==> config.mk <==
export PLATFORM = sky130hd
export DESIGN_NAME = sdi_stored_start
export DESIGN_NICKNAME = d
export VERILOG_FILES = /design/src/sdi_pkg.sv /design/src/sdi_input_sync.sv /design/src/sdi_stored_start.sv
export SDC_FILE = /design/constraint.sdc
export NUM_CORES = 1
export LEC_CHECK = 0
export BUFFER_PORTS_ARGS = -buffer_cell sky130_fd_sc_hd__buf_4
export CORE_MARGIN = 2
export CORE_UTILIZATION = 56
export CTS_CLUSTER_SIZE = 28
export DETAILED_ROUTE_END_ITERATION = 7
export MAX_ROUTING_LAYER = met4
export PLACE_DENSITY = 0.92
export SLEW_MARGIN = 10
export SYNTH_ARGS = -nofsm -noshare
export SYNTH_HDL_FRONTEND = slang
export SYNTH_HIERARCHICAL = 1
export SYNTH_SLANG_ARGS = --single-unit
==> constraint.sdc <==
create_clock -name clk -period 6.55 [get_ports clk]
set_clock_uncertainty 0.1 [all_clocks]
set_input_delay 0.9825 -clock clk [delete_from_list [all_inputs] [get_ports clk]]
set_output_delay 0.9825 -clock clk [all_outputs]
set_load 0.01 [all_outputs]
==> src/sdi_pkg.sv <==
/*
 * Shared constants and types for the stored-data start and direction-inhibit logic.
 * Assumes a single 25 MHz clock domain; all users import the whole package.
 */
package sdi_pkg;

   // Clock rate, kept for reference by anything that derives times.
   localparam int CLK_HZ = 25000000;

   // Widths and counts.
   localparam int NUM_W = 8;
   localparam int DIRECT_N = 8;
   localparam int POS_W = 32;
   localparam int IN_W = 2 * NUM_W + 6;

   // Field positions inside the synchronised input vector.
   localparam int IN_SEL_LSB = 0;
   localparam int IN_DSEL_LSB = 8;
   localparam int IN_FW_INH = 16;
   localparam int IN_RV_INH = 17;
   localparam int IN_BREAK = 18;
   localparam int IN_START = 19;
   localparam int IN_SEQGO = 20;
   localparam int IN_ADVANCE = 21;

   // Link mode of the operation currently in progress, as reported by the data table.
   localparam logic [1:0] LINK_NONE = 2'h0;
   localparam logic [1:0] LINK_MANUAL = 2'h1;
   localparam logic [1:0] LINK_AUTO = 2'h2;
   localparam logic [1:0] LINK_CONT = 2'h3;

   // Inhibit action setting and its value after reset.
   localparam logic INHIBIT_IMMEDIATE = 1'h0;
   localparam logic INHIBIT_DECEL = 1'h1;
   localparam logic INHIBIT_ACT_RESET = 1'h1;

   // Direct-select behaviour setting and its value after reset.
   localparam logic DSEL_SELECT_ONLY = 1'h0;
   localparam logic DSEL_SELECT_START = 1'h1;
   localparam logic DSEL_ACT_RESET = 1'h1;

   // Default direct-select number map: entry i holds i.
   localparam logic [DIRECT_N*NUM_W-1:0] DIRECT_MAP_RESET = 64'h0706050403020100;

   // Values after reset.
   localparam logic [NUM_W-1:0] NUM_RESET = 8'h00;
   localparam logic [POS_W-1:0] POS_RESET = 32'h00000000;
   localparam logic [IN_W-1:0] IN_RESET = 22'h000000;

   typedef enum logic [3:0]
   {
      ST_IDLE = 4'h1,
      ST_LAUNCH = 4'h2,
      ST_RUN = 4'h4,
      ST_STOP = 4'h8
   } sdi_state_t;

endpackage

==> src/sdi_input_sync.sv <==
/*
 * Two-flop synchroniser with rising-edge detection for a vector of discrete pins.
 * Assumes the pins are asynchronous to clk and the reset is already synchronised.
 */
`timescale 1ns/100ps

module sdi_input_sync
   import sdi_pkg::*;
#(
   parameter int W = IN_W
)
(
   input wire logic clk, // system clock
   input wire logic rst_n, // synchronised reset, active low
   input wire logic [W-1:0] pin_in, // raw asynchronous pins
   output logic [W-1:0] level_out, // synchronised level
   output logic [W-1:0] rise_out // one-cycle pulse on a rising edge
);

   logic [W-1:0] meta_r;
   logic [W-1:0] sync_r;
   logic [W-1:0] prev_r;

   // The first stage feeds only the second, so no logic ever sees a metastable value.
   always_ff @(posedge clk or negedge rst_n)
   begin
      if (!rst_n)
      begin
         meta_r <= '0;
         sync_r <= '0;
         prev_r <= '0;
      end
      else
      begin
         meta_r <= pin_in;
         sync_r <= meta_r;
         prev_r <= sync_r;
      end
   end

   assign level_out = sync_r;
   // A held input produces one pulse only and never retriggers.
   assign rise_out = sync_r & ~prev_r;

endmodule

==> src/sdi_stored_start.sv <==
/*
 * Stored-data start, sequencing, direct-select and direction-inhibit stop logic.
 * Assumes a same-clock motion generator that runs launched data, reports motion and answers a direction lookup.
 */
// Behaviour
// Decel mode: forward inhibit during forward motion requests a deceleration stop.
// Ready rises once motion has halted after an inhibit stop.
// With forward inhibit on, reverse starts are accepted; ready drops, motion begins.
// Releasing inhibit during a deceleration stop does not abort it.
// Immediate mode halts at the command position latched when inhibit was seen.
// Sequence break on turns automatic linking into manual linking.
// Start launches the data number presented beforehand by the host.
// Start in manual sequence launches the sequence starting number.
// Sequential go launches next linked number in manual sequence, else selected.
// Any direct-select input starts positioning with its configured number.
// Direct-select setting: 0 selects only, 1 selects and starts; default 1.
// Each direct-select input maps to a number 0..255, default its index.
// Eight select inputs form an unsigned binary number, bit 0 least significant.
// Advance during operation jumps at once to the linked next number.
// Advance with no linked next number is ignored; operation continues.
// Inhibit action setting: 0 immediate stop, 1 deceleration stop; default 1.
// Reverse inhibit mirrors forward inhibit for reverse motion and reverse starts.
// Inputs are synchronised; start-type inputs act on rising edges only.
`timescale 1ns/100ps

module sdi_stored_start
   import sdi_pkg::*;
(
   input wire logic clk, // 25 MHz system clock
   input wire logic rst_n, // asynchronous reset, active low
   input wire logic start_in, // start pin
   input wire logic sequential_go_in, // sequential start pin
   input wire logic sequence_break_in, // sequence break pin
   input wire logic advance_in, // advance to next data pin
   input wire logic forward_inhibit_in, // forward block pin
   input wire logic reverse_inhibit_in, // reverse block pin
   input wire logic [DIRECT_N-1:0] direct_launch_in, // direct-select pins
   input wire logic [NUM_W-1:0] data_number_sel, // data number select pins
   input wire logic inhibit_action, // 0 immediate, 1 deceleration stop
   input wire logic direct_start_enable, // 0 select only, 1 select and start
   input wire logic [DIRECT_N*NUM_W-1:0] direct_number_map, // number per direct input
   input wire logic motion_active, // profile generator is moving
   input wire logic motion_dir_rev, // present motion is reverse
   input wire logic [POS_W-1:0] command_position, // present command position
   input wire logic [1:0] cur_link_mode, // link mode of running data
   input wire logic cur_next_valid, // running data has a linked next number
   input wire logic [NUM_W-1:0] cur_next_number, // linked next number
   input wire logic lookup_dir_rev, // direction of the looked-up number
   output logic [NUM_W-1:0] lookup_number, // candidate number for direction lookup
   output logic launch_pulse, // start data at launch_number
   output logic [NUM_W-1:0] launch_number, // number being launched
   output logic decel_stop_pulse, // request deceleration stop
   output logic immediate_stop_pulse, // request immediate stop at stop_position
   output logic [POS_W-1:0] stop_position, // latched halt position
   output logic ready_out, // idle and able to start
   output logic start_refused, // a start was refused by an inhibit
   output logic auto_link_hold, // automatic linking is held as manual
   output logic [NUM_W-1:0] selected_number, // number a plain start would use outside a manual sequence
   output logic forward_prohibited, // forward inhibit is on
   output logic reverse_prohibited // reverse inhibit is on
);

   logic [1:0] rst_sync_r;
   logic rst_s_n;
   logic [IN_W-1:0] pins;
   logic [IN_W-1:0] lvl;
   logic [IN_W-1:0] rise;
   logic [NUM_W-1:0] dmap [DIRECT_N];
   logic dsel_hit_rise, dsel_hit_lvl;
   logic [NUM_W-1:0] dsel_num_rise, dsel_num_lvl;
   logic fw_on, rv_on;
   logic manual_seq;
   logic [NUM_W-1:0] sel_nxt;
   logic req, req_start;
   logic [NUM_W-1:0] cand;
   logic blocked, accept, advance_go, stop_hit;
   logic [NUM_W-1:0] seq_origin_r;
   sdi_state_t state_r;
   sdi_state_t state_nxt;

   always_ff @(posedge clk or negedge rst_n)
   begin
      if (!rst_n)
         rst_sync_r <= 2'h0;
      else
         rst_sync_r <= {rst_sync_r[0], 1'h1};
   end

   assign rst_s_n = rst_sync_r[1];

   assign pins = {advance_in, sequential_go_in, start_in, sequence_break_in,
                  reverse_inhibit_in, forward_inhibit_in, direct_launch_in, data_number_sel};

   sdi_input_sync #(.W(IN_W)) u_sync
   (
      .clk(clk),
      .rst_n(rst_s_n),
      .pin_in(pins),
      .level_out(lvl),
      .rise_out(rise)
   );

   assign fw_on = lvl[IN_FW_INH];
   assign rv_on = lvl[IN_RV_INH];

   for (genvar g = 0; g < DIRECT_N; g++)
   begin : g_map
      assign dmap[g] = direct_number_map[g*NUM_W +: NUM_W];
   end

   // The lowest-numbered direct input wins when several are active together.
   always_comb
   begin
      dsel_hit_rise = 1'h0;
      dsel_num_rise = NUM_RESET;
      dsel_hit_lvl = 1'h0;
      dsel_num_lvl = NUM_RESET;
      for (int i = DIRECT_N - 1; i >= 0; i--)
      begin
         if (rise[IN_DSEL_LSB + i])
         begin
            dsel_hit_rise = 1'h1;
            dsel_num_rise = dmap[i];
         end
         if (lvl[IN_DSEL_LSB + i])
         begin
            dsel_hit_lvl = 1'h1;
            dsel_num_lvl = dmap[i];
         end
      end
   end

   // Break only affects data that would otherwise link automatically.
   assign manual_seq = (cur_link_mode == LINK_MANUAL) ||
                       ((cur_link_mode == LINK_AUTO) && lvl[IN_BREAK]);

   // In select-only mode a held direct input replaces the binary selection.
   always_comb
   begin
      if ((direct_start_enable == DSEL_SELECT_ONLY) && dsel_hit_lvl)
         sel_nxt = dsel_num_lvl;
      else
         sel_nxt = lvl[IN_SEL_LSB +: NUM_W];
   end

   // One launch per cycle: direct select, then start, then sequential go.
   always_comb
   begin
      req = 1'h0;
      req_start = 1'h0;
      cand = sel_nxt;
      if (dsel_hit_rise && (direct_start_enable == DSEL_SELECT_START))
      begin
         req = 1'h1;
         cand = dsel_num_rise;
      end
      else if (rise[IN_START])
      begin
         req = 1'h1;
         req_start = 1'h1;
         if (manual_seq)
            cand = seq_origin_r;
         else
            cand = sel_nxt;
      end
      else if (rise[IN_SEQGO])
      begin
         req = 1'h1;
         if (manual_seq)
            cand = cur_next_number;
         else
            cand = sel_nxt;
      end
   end

   assign lookup_number = cand;
   // Only the start direction that is inhibited is refused; the other one runs.
   assign blocked = lookup_dir_rev ? rv_on : fw_on;
   assign accept = req && (state_r == ST_IDLE) && !blocked;
   assign stop_hit = motion_active && ((fw_on && !motion_dir_rev) || (rv_on && motion_dir_rev));
   assign advance_go = rise[IN_ADVANCE] && cur_next_valid && (state_r == ST_RUN) && !stop_hit;

   always_comb
   begin
      state_nxt = state_r;
      case (state_r)
         ST_IDLE:
            if (accept)
               state_nxt = ST_LAUNCH;
         ST_LAUNCH:
            if (stop_hit)
               state_nxt = ST_STOP;
            else if (motion_active)
               state_nxt = ST_RUN;
         ST_RUN:
            if (stop_hit)
               state_nxt = ST_STOP;
            else if (!motion_active)
               state_nxt = ST_IDLE;
         ST_STOP:
            // The inhibit level is no longer looked at here, so a release cannot abort the stop.
            if (!motion_active)
               state_nxt = ST_IDLE;
         default:
            state_nxt = ST_IDLE;
      endcase
   end

   always_ff @(posedge clk or negedge rst_s_n)
   begin
      if (!rst_s_n)
         state_r <= ST_IDLE;
      else
         state_r <= state_nxt;
   end

   always_ff @(posedge clk or negedge rst_s_n)
   begin
      if (!rst_s_n)
         ready_out <= 1'h0;
      else
         ready_out <= (state_nxt == ST_IDLE);
   end

   always_ff @(posedge clk or negedge rst_s_n)
   begin
      if (!rst_s_n)
      begin
         launch_pulse <= 1'h0;
         launch_number <= NUM_RESET;
      end
      else
      begin
         launch_pulse <= accept || advance_go;
         if (accept)
            launch_number <= cand;
         else if (advance_go)
            launch_number <= cur_next_number;
      end
   end

   // A start that is not inside a manual sequence fixes the sequence starting point.
   always_ff @(posedge clk or negedge rst_s_n)
   begin
      if (!rst_s_n)
         seq_origin_r <= NUM_RESET;
      else if (accept && req_start && !manual_seq)
         seq_origin_r <= cand;
   end

   always_ff @(posedge clk or negedge rst_s_n)
   begin
      if (!rst_s_n)
         start_refused <= 1'h0;
      else
         start_refused <= req && (state_r == ST_IDLE) && blocked;
   end

   // The stop request is raised once, on entry to the stopping state.
   always_ff @(posedge clk or negedge rst_s_n)
   begin
      if (!rst_s_n)
      begin
         decel_stop_pulse <= 1'h0;
         immediate_stop_pulse <= 1'h0;
         stop_position <= POS_RESET;
      end
      else
      begin
         decel_stop_pulse <= (state_nxt == ST_STOP) && (state_r != ST_STOP) &&
                             (inhibit_action == INHIBIT_DECEL);
         immediate_stop_pulse <= (state_nxt == ST_STOP) && (state_r != ST_STOP) &&
                                 (inhibit_action == INHIBIT_IMMEDIATE);
         if ((state_nxt == ST_STOP) && (state_r != ST_STOP) && (inhibit_action == INHIBIT_IMMEDIATE))
            stop_position <= command_position;
      end
   end

   always_ff @(posedge clk or negedge rst_s_n)
   begin
      if (!rst_s_n)
      begin
         auto_link_hold <= 1'h0;
         selected_number <= NUM_RESET;
         forward_prohibited <= 1'h0;
         reverse_prohibited <= 1'h0;
      end
      else
      begin
         auto_link_hold <= (cur_link_mode == LINK_AUTO) && lvl[IN_BREAK];
         selected_number <= sel_nxt;
         forward_prohibited <= fw_on;
         reverse_prohibited <= rv_on;
      end
   end

endmodule

==> flow_summary.ini, run 1 <==
[grt]
track_usage = 0.363
gr-total-overflow = 0
antenna_found_initial = 0
grt_max_degree = 79
grt_pass1_vias = 5665
grt_first_pass_wirelength_mm = 30.1

[place]
dpl.hpwl_mm = 14.0
place_area_um2 = 7490
port_buffers = 199
gp_congestion = 1.03

[yosys]
avgSynthCellArea_um2 = 11.1
yosys_warnings = 6
syn_area_um2 = 5920
synthesis.nets = 667
synth_cells = 531

[route]
wirelength_mm = 19.4
drt_iter0_markers = 605
routed_via_density = 6.23
wire_per_inst_um = 22.3
dr_total_vias = 5423
dr.pass1.iters = 6
ant_nets = 0
drc = 0

[clocking]
post-cts-setup-buffers = 0
cts.sinks = 125
root_buffer = clkbuf_8
clk_pin_slew_ns = 0.06
clkLatencyLatePin_ns = 0.53
cts_hold_buf = 0
cts_buffers = 17
clk_path_buf_depth = 2
cts_max_level = 4
cts_resized = 0
cts_tree = built

[sta]
fin_tns_setup_ns = 0
fin_crit_sh = 0.716
post-route-min-period_ns = 4.69
worst_slew_pin_slew_ns = 1.22
drv_slew = 0
finalSetupViolations = 0
rsz0062_at_grt = false
finalHoldViolations = 0
maxSlewHeadroom = 0.184
fmax_mhz = 213

[layout]
final_common_cell = buf_4
syn_to_final_growth_pct = 35.8
fill_cells = 647
mostFrequentLayoutCells = buf_4 (201), dfrtp_1 (123), nand2_1 (45)
fin_util = 0.782
diodes = 0
drive_gt1_frac = 0.402
seqCellArea_um2 = 3130
fin_nets = 857
finish.instance_area_um2 = 8030
multi_input_area_um2 = 2600

[setup_path]
path_cells = nor2b_4 -> or2_1 -> o41a_1 -> a21oi_1 -> nand3_1 -> a2bb2oi_1 -> and2_1 -> buf_4
critPathTopFamily = compound AO/OA/AOI/OAI gates
worstPathRequired_ns = 5.47
worstSetupStartpointType = flop
crit_fanout = 20
cp.buffers_inverters = 1
end_kind = output pin
slowest_stage = o41a_1
worstSetupPathType = flop to output pin
slowest_delay_ns = 0.75
arrival_ns = 3.61

[outcome]
outcome = finished clean

[flow_run]
maxCapViolations = 0

[die]
io-pin-count = 200
die-area_um2 = 11400
die_w_um = 107
core_um2 = 10300
initial_core_util = 0.576
row_count = 37
die_height_um = 107

[power_and_ir_drop]
pwr_density_cell_nw_per_um2 = 343
p_total_uw = 2750
ir_drop_uv = 378
leakagePower_uw = 0.00381

[worst_hold_path]
hold_path.class = input pin to asynchronous set/reset pin
==> per-stage QoR <==
| step | setup WS, ns | hold slack [ns] | instances |
|---|---|---|---|
| 2_1_floorplan | 2.71 | 0.231 | 531 |
| 3_3_place_gp | 2.76 | 0.232 | 838 |
| 3_5_place_dp | 2.59 | 0.235 | 838 |
| 4_1_cts | 1.97 | 0.107 | 870 |
| 5_1_grt | 1.71 | 0.0997 | 870 |
| 6_report | 1.86 | 0.125 | 870 |
==> sequential cells by signal (all words and copies together) (netlist names), 2 cells and up <==
register	count
u_sync/meta_r	22
seq_origin_r	8
rst_sync_r	2
stop_position	32
launch_number	8
selected_number	8
u_sync/prev_r	11
u_sync/level_out	22
state_r	4
==> final cells by class <==
type                            instances  area share
Timing Repair Buffer                  201       0.188
Sequential cell                       125       0.390
Multi-Input combinational cell        356       0.323
Clock inverter                         10      0.0143
Clock buffer                           22      0.0539
Tap cell                              136      0.0212
Inverter                               20     0.00934
==> per-layer routing <==
| layer | global-route usage | wire length (um) |
|---|---|---|
| met5 | - | 0 |
| met4 | 0.147 | 665 |
| met3 | 0.0894 | 1620 |
| met2 | 0.620 | 10100 |
| met1 | 0.413 | 7010 |
==> report_power, final <==
part,switching [uW],internal [uW],leakage [uW]
clock,338,541,0.000260
sequential,137,954,0.00153
combinational,352,431,0.00201
==> path summary, 6_finish.rpt <==
kind | from | to | slack (ns) | cells after the start
worst max register to register | u_sync/level_out[8] | launch_number[7] | 2.95 | 7
min in group clk | u_sync/meta_r[15] | u_sync/level_out[15] | 0.24 | 0
worst min-delay path | rst_n | rst_sync_r[1] | 0.13 | 1
max in group asynchronous | rst_sync_r[1] | u_sync/meta_r[2] | 4.69 | 1
worst min register to register | u_sync/meta_r[15] | u_sync/level_out[15] | 0.24 | 0
worst max-delay path | u_sync/level_out[8] | lookup_number[7] | 1.86 | 8
(Power assumes the default switching activity.)
==> run 2: changes to the inputs <==
--- a/config.mk
+++ b/config.mk
@@ -5,13 +5,14 @@
 export SDC_FILE = /design/constraint.sdc
 export NUM_CORES = 1
 export LEC_CHECK = 0
+export ABC_AREA = 1
 export BUFFER_PORTS_ARGS = -buffer_cell sky130_fd_sc_hd__buf_4
 export CORE_MARGIN = 2
-export CORE_UTILIZATION = 56
+export CORE_UTILIZATION = 47
 export CTS_CLUSTER_SIZE = 28
 export DETAILED_ROUTE_END_ITERATION = 7
 export MAX_ROUTING_LAYER = met4
-export PLACE_DENSITY = 0.92
+export PLACE_DENSITY = 0.82
 export SLEW_MARGIN = 10
 export SYNTH_ARGS = -nofsm -noshare
 export SYNTH_HDL_FRONTEND = slang
==> constraint.sdc (replaced) <==
create_clock -name clk -period 4.2 [get_ports clk]
set_clock_uncertainty 0.1 [all_clocks]
set_input_delay 0.63 -clock clk [delete_from_list [all_inputs] [get_ports clk]]
set_output_delay 0.63 -clock clk [all_outputs]
set_load 0.01 [all_outputs]
==> flow_summary.ini, run 2 <==
[sta]
fmax_mhz = 284
fin_crit_sh = 0.838
rsz0062_at_grt = false
finalHoldViolations = 0
drv_slew = 0
post-route-min-period_ns = 3.52
finalSetupViolations = 0
worst_slew_pin_slew_ns = 0.920
fin_tns_setup_ns = 0
maxSlewHeadroom = 0.387

[route]
drc = 0
dr.pass1.iters = 5
wire_per_inst_um = 15.0
wirelength_mm = 16.1
dr_total_vias = 5342
ant_nets = 0
routed_via_density = 4.97
drt_iter0_markers = 381

[place]
port_buffers = 199
gp_congestion = 0.913
place_inst = 1041
place_area_um2 = 7530
dpl.hpwl_mm = 12.3

[die]
row_count = 41
die-area_um2 = 13600
die_w_um = 117
io-pin-count = 200
initial_core_util = 0.478
die_height_um = 117
core_um2 = 12500

[outcome]
outcome = finished clean

[grt]
met3_usage = 0.0829
grt_max_degree = 72
grt-busiest-layer = met2
grt_util_met2 = 0.383
grt_use_met1 = 0.307
grt_first_pass_wirelength_mm = 25.5
antenna_found_initial = 0
track_usage = 0.253
grt_pass1_vias = 5346
gr-total-overflow = 0

[layout]
drive_gt1_frac = 0.331
final_common_cell = nand2_1
fin_nets = 1025
diodes = 0
top_register = stop_position
largest_reg_flops = 32
fill_cells = 1084
finish.instance_area_um2 = 8160
final_cells = 1074
syn_to_final_growth_pct = 36.4
mostFrequentLayoutCells = nand2_1 (216), buf_4 (201), dfrtp_1 (123)

[yosys]
yosys_warnings = 6
synth_cells = 691
syn_area_um2 = 5980
synthesis.nets = 827
avgSynthCellArea_um2 = 8.65

[setup_path]
worstSetupPathType = flop to output pin
worstSetupStartpointType = flop
end_kind = output pin
crit_fanout = 19
arrival_ns = 2.79
worstPathRequired_ns = 3.47

[clocking]
cts_max_level = 4
cts_buffers = 17
cts.sinks = 125
clk_pin_slew_ns = 0.06
clkLatencyLatePin_ns = 0.42
root_buffer = clkbuf_16
clk_path_buf_depth = 2
cts_tree = built

[power_and_ir_drop]
ir_drop_uv = 446
p_total_uw = 4110
pwr_density_cell_nw_per_um2 = 504
leakagePower_uw = 0.00433

[worst_hold_path]
hold_path.class = input pin to flop

[flow_run]
maxCapViolations = 0
## run 2: layer usage
layer  vias to the layer above  share of wire
li1                       2610              -
met1                      2430           0.40
met2                       255           0.48
met3                        47          0.090
met4                         0          0.033
met5                         -              0
## run 2: metrics by stage
step / worst slack (ns) / hold slack (ns) / utilization
6_report: 0.681 / 0.218 / 0.652
5_1_grt: 0.442 / 0.199 / 0.652
4_1_cts: 0.768 / 0.202 / 0.652
3_5_place_dp: 1.22 / 0.235 / 0.602
3_3_place_gp: 1.31 / 0.232 / 0.602
2_1_floorplan: 0.361 / 0.231 / -
## run 2: critical path, cell delays in order, from the launching register on
cell     delay (ns)
dfrtp_1        0.73
inv_1          0.11
nor2_2         0.35
inv_2          0.14
nand4_1        0.16
nor2_1         0.06
nor2_1         0.38
a31oi_1        0.07
nand2_1        0.11
nand2_1        0.09
buf_4          0.15
## run 2: worst paths after layout
check                                startpoint  slack (ns)  cells past startpoint                    to
max                        u_sync/level_out[10]        0.68                     10      lookup_number[0]
min                          forward_inhibit_in        0.22                      1     u_sync/meta_r[16]
max reg2reg                u_sync/level_out[12]        1.30                     12       seq_origin_r[7]
min reg2reg                   u_sync/meta_r[11]        0.25                      0  u_sync/level_out[11]
max in group asynchronous         rst_sync_r[1]        2.66                      1            state_r[0]
min in group asynchronous         rst_sync_r[1]        0.36                      0     u_sync/meta_r[10]
## run 2: final cells by class
class,instances,area (um2),share of cell area
clock buffer,20,457,0.0560
clock inverter,12,159,0.0195
inverter,75,287,0.0351
multi-input combinational,468,2390,0.293
sequential,125,3130,0.384
tap,172,215,0.0264
timing repair buffer,202,1520,0.186
## run 2: what timing repair did
item | in CTS | in global routing
hold endpoints to repair | 2 | 0
hold buffers | 1 | 0
resized for setup | 0 | 0
buffers inserted | 0 | 0
## run 2: power breakdown
group	internal, uW	switching (uW)	leakage [uW]	total, uW
clock network	968	541	0.000297	1510
registers	1450	160	0.00153	1610
logic	511	481	0.00250	992
total	2930	1180	0.00433	4110
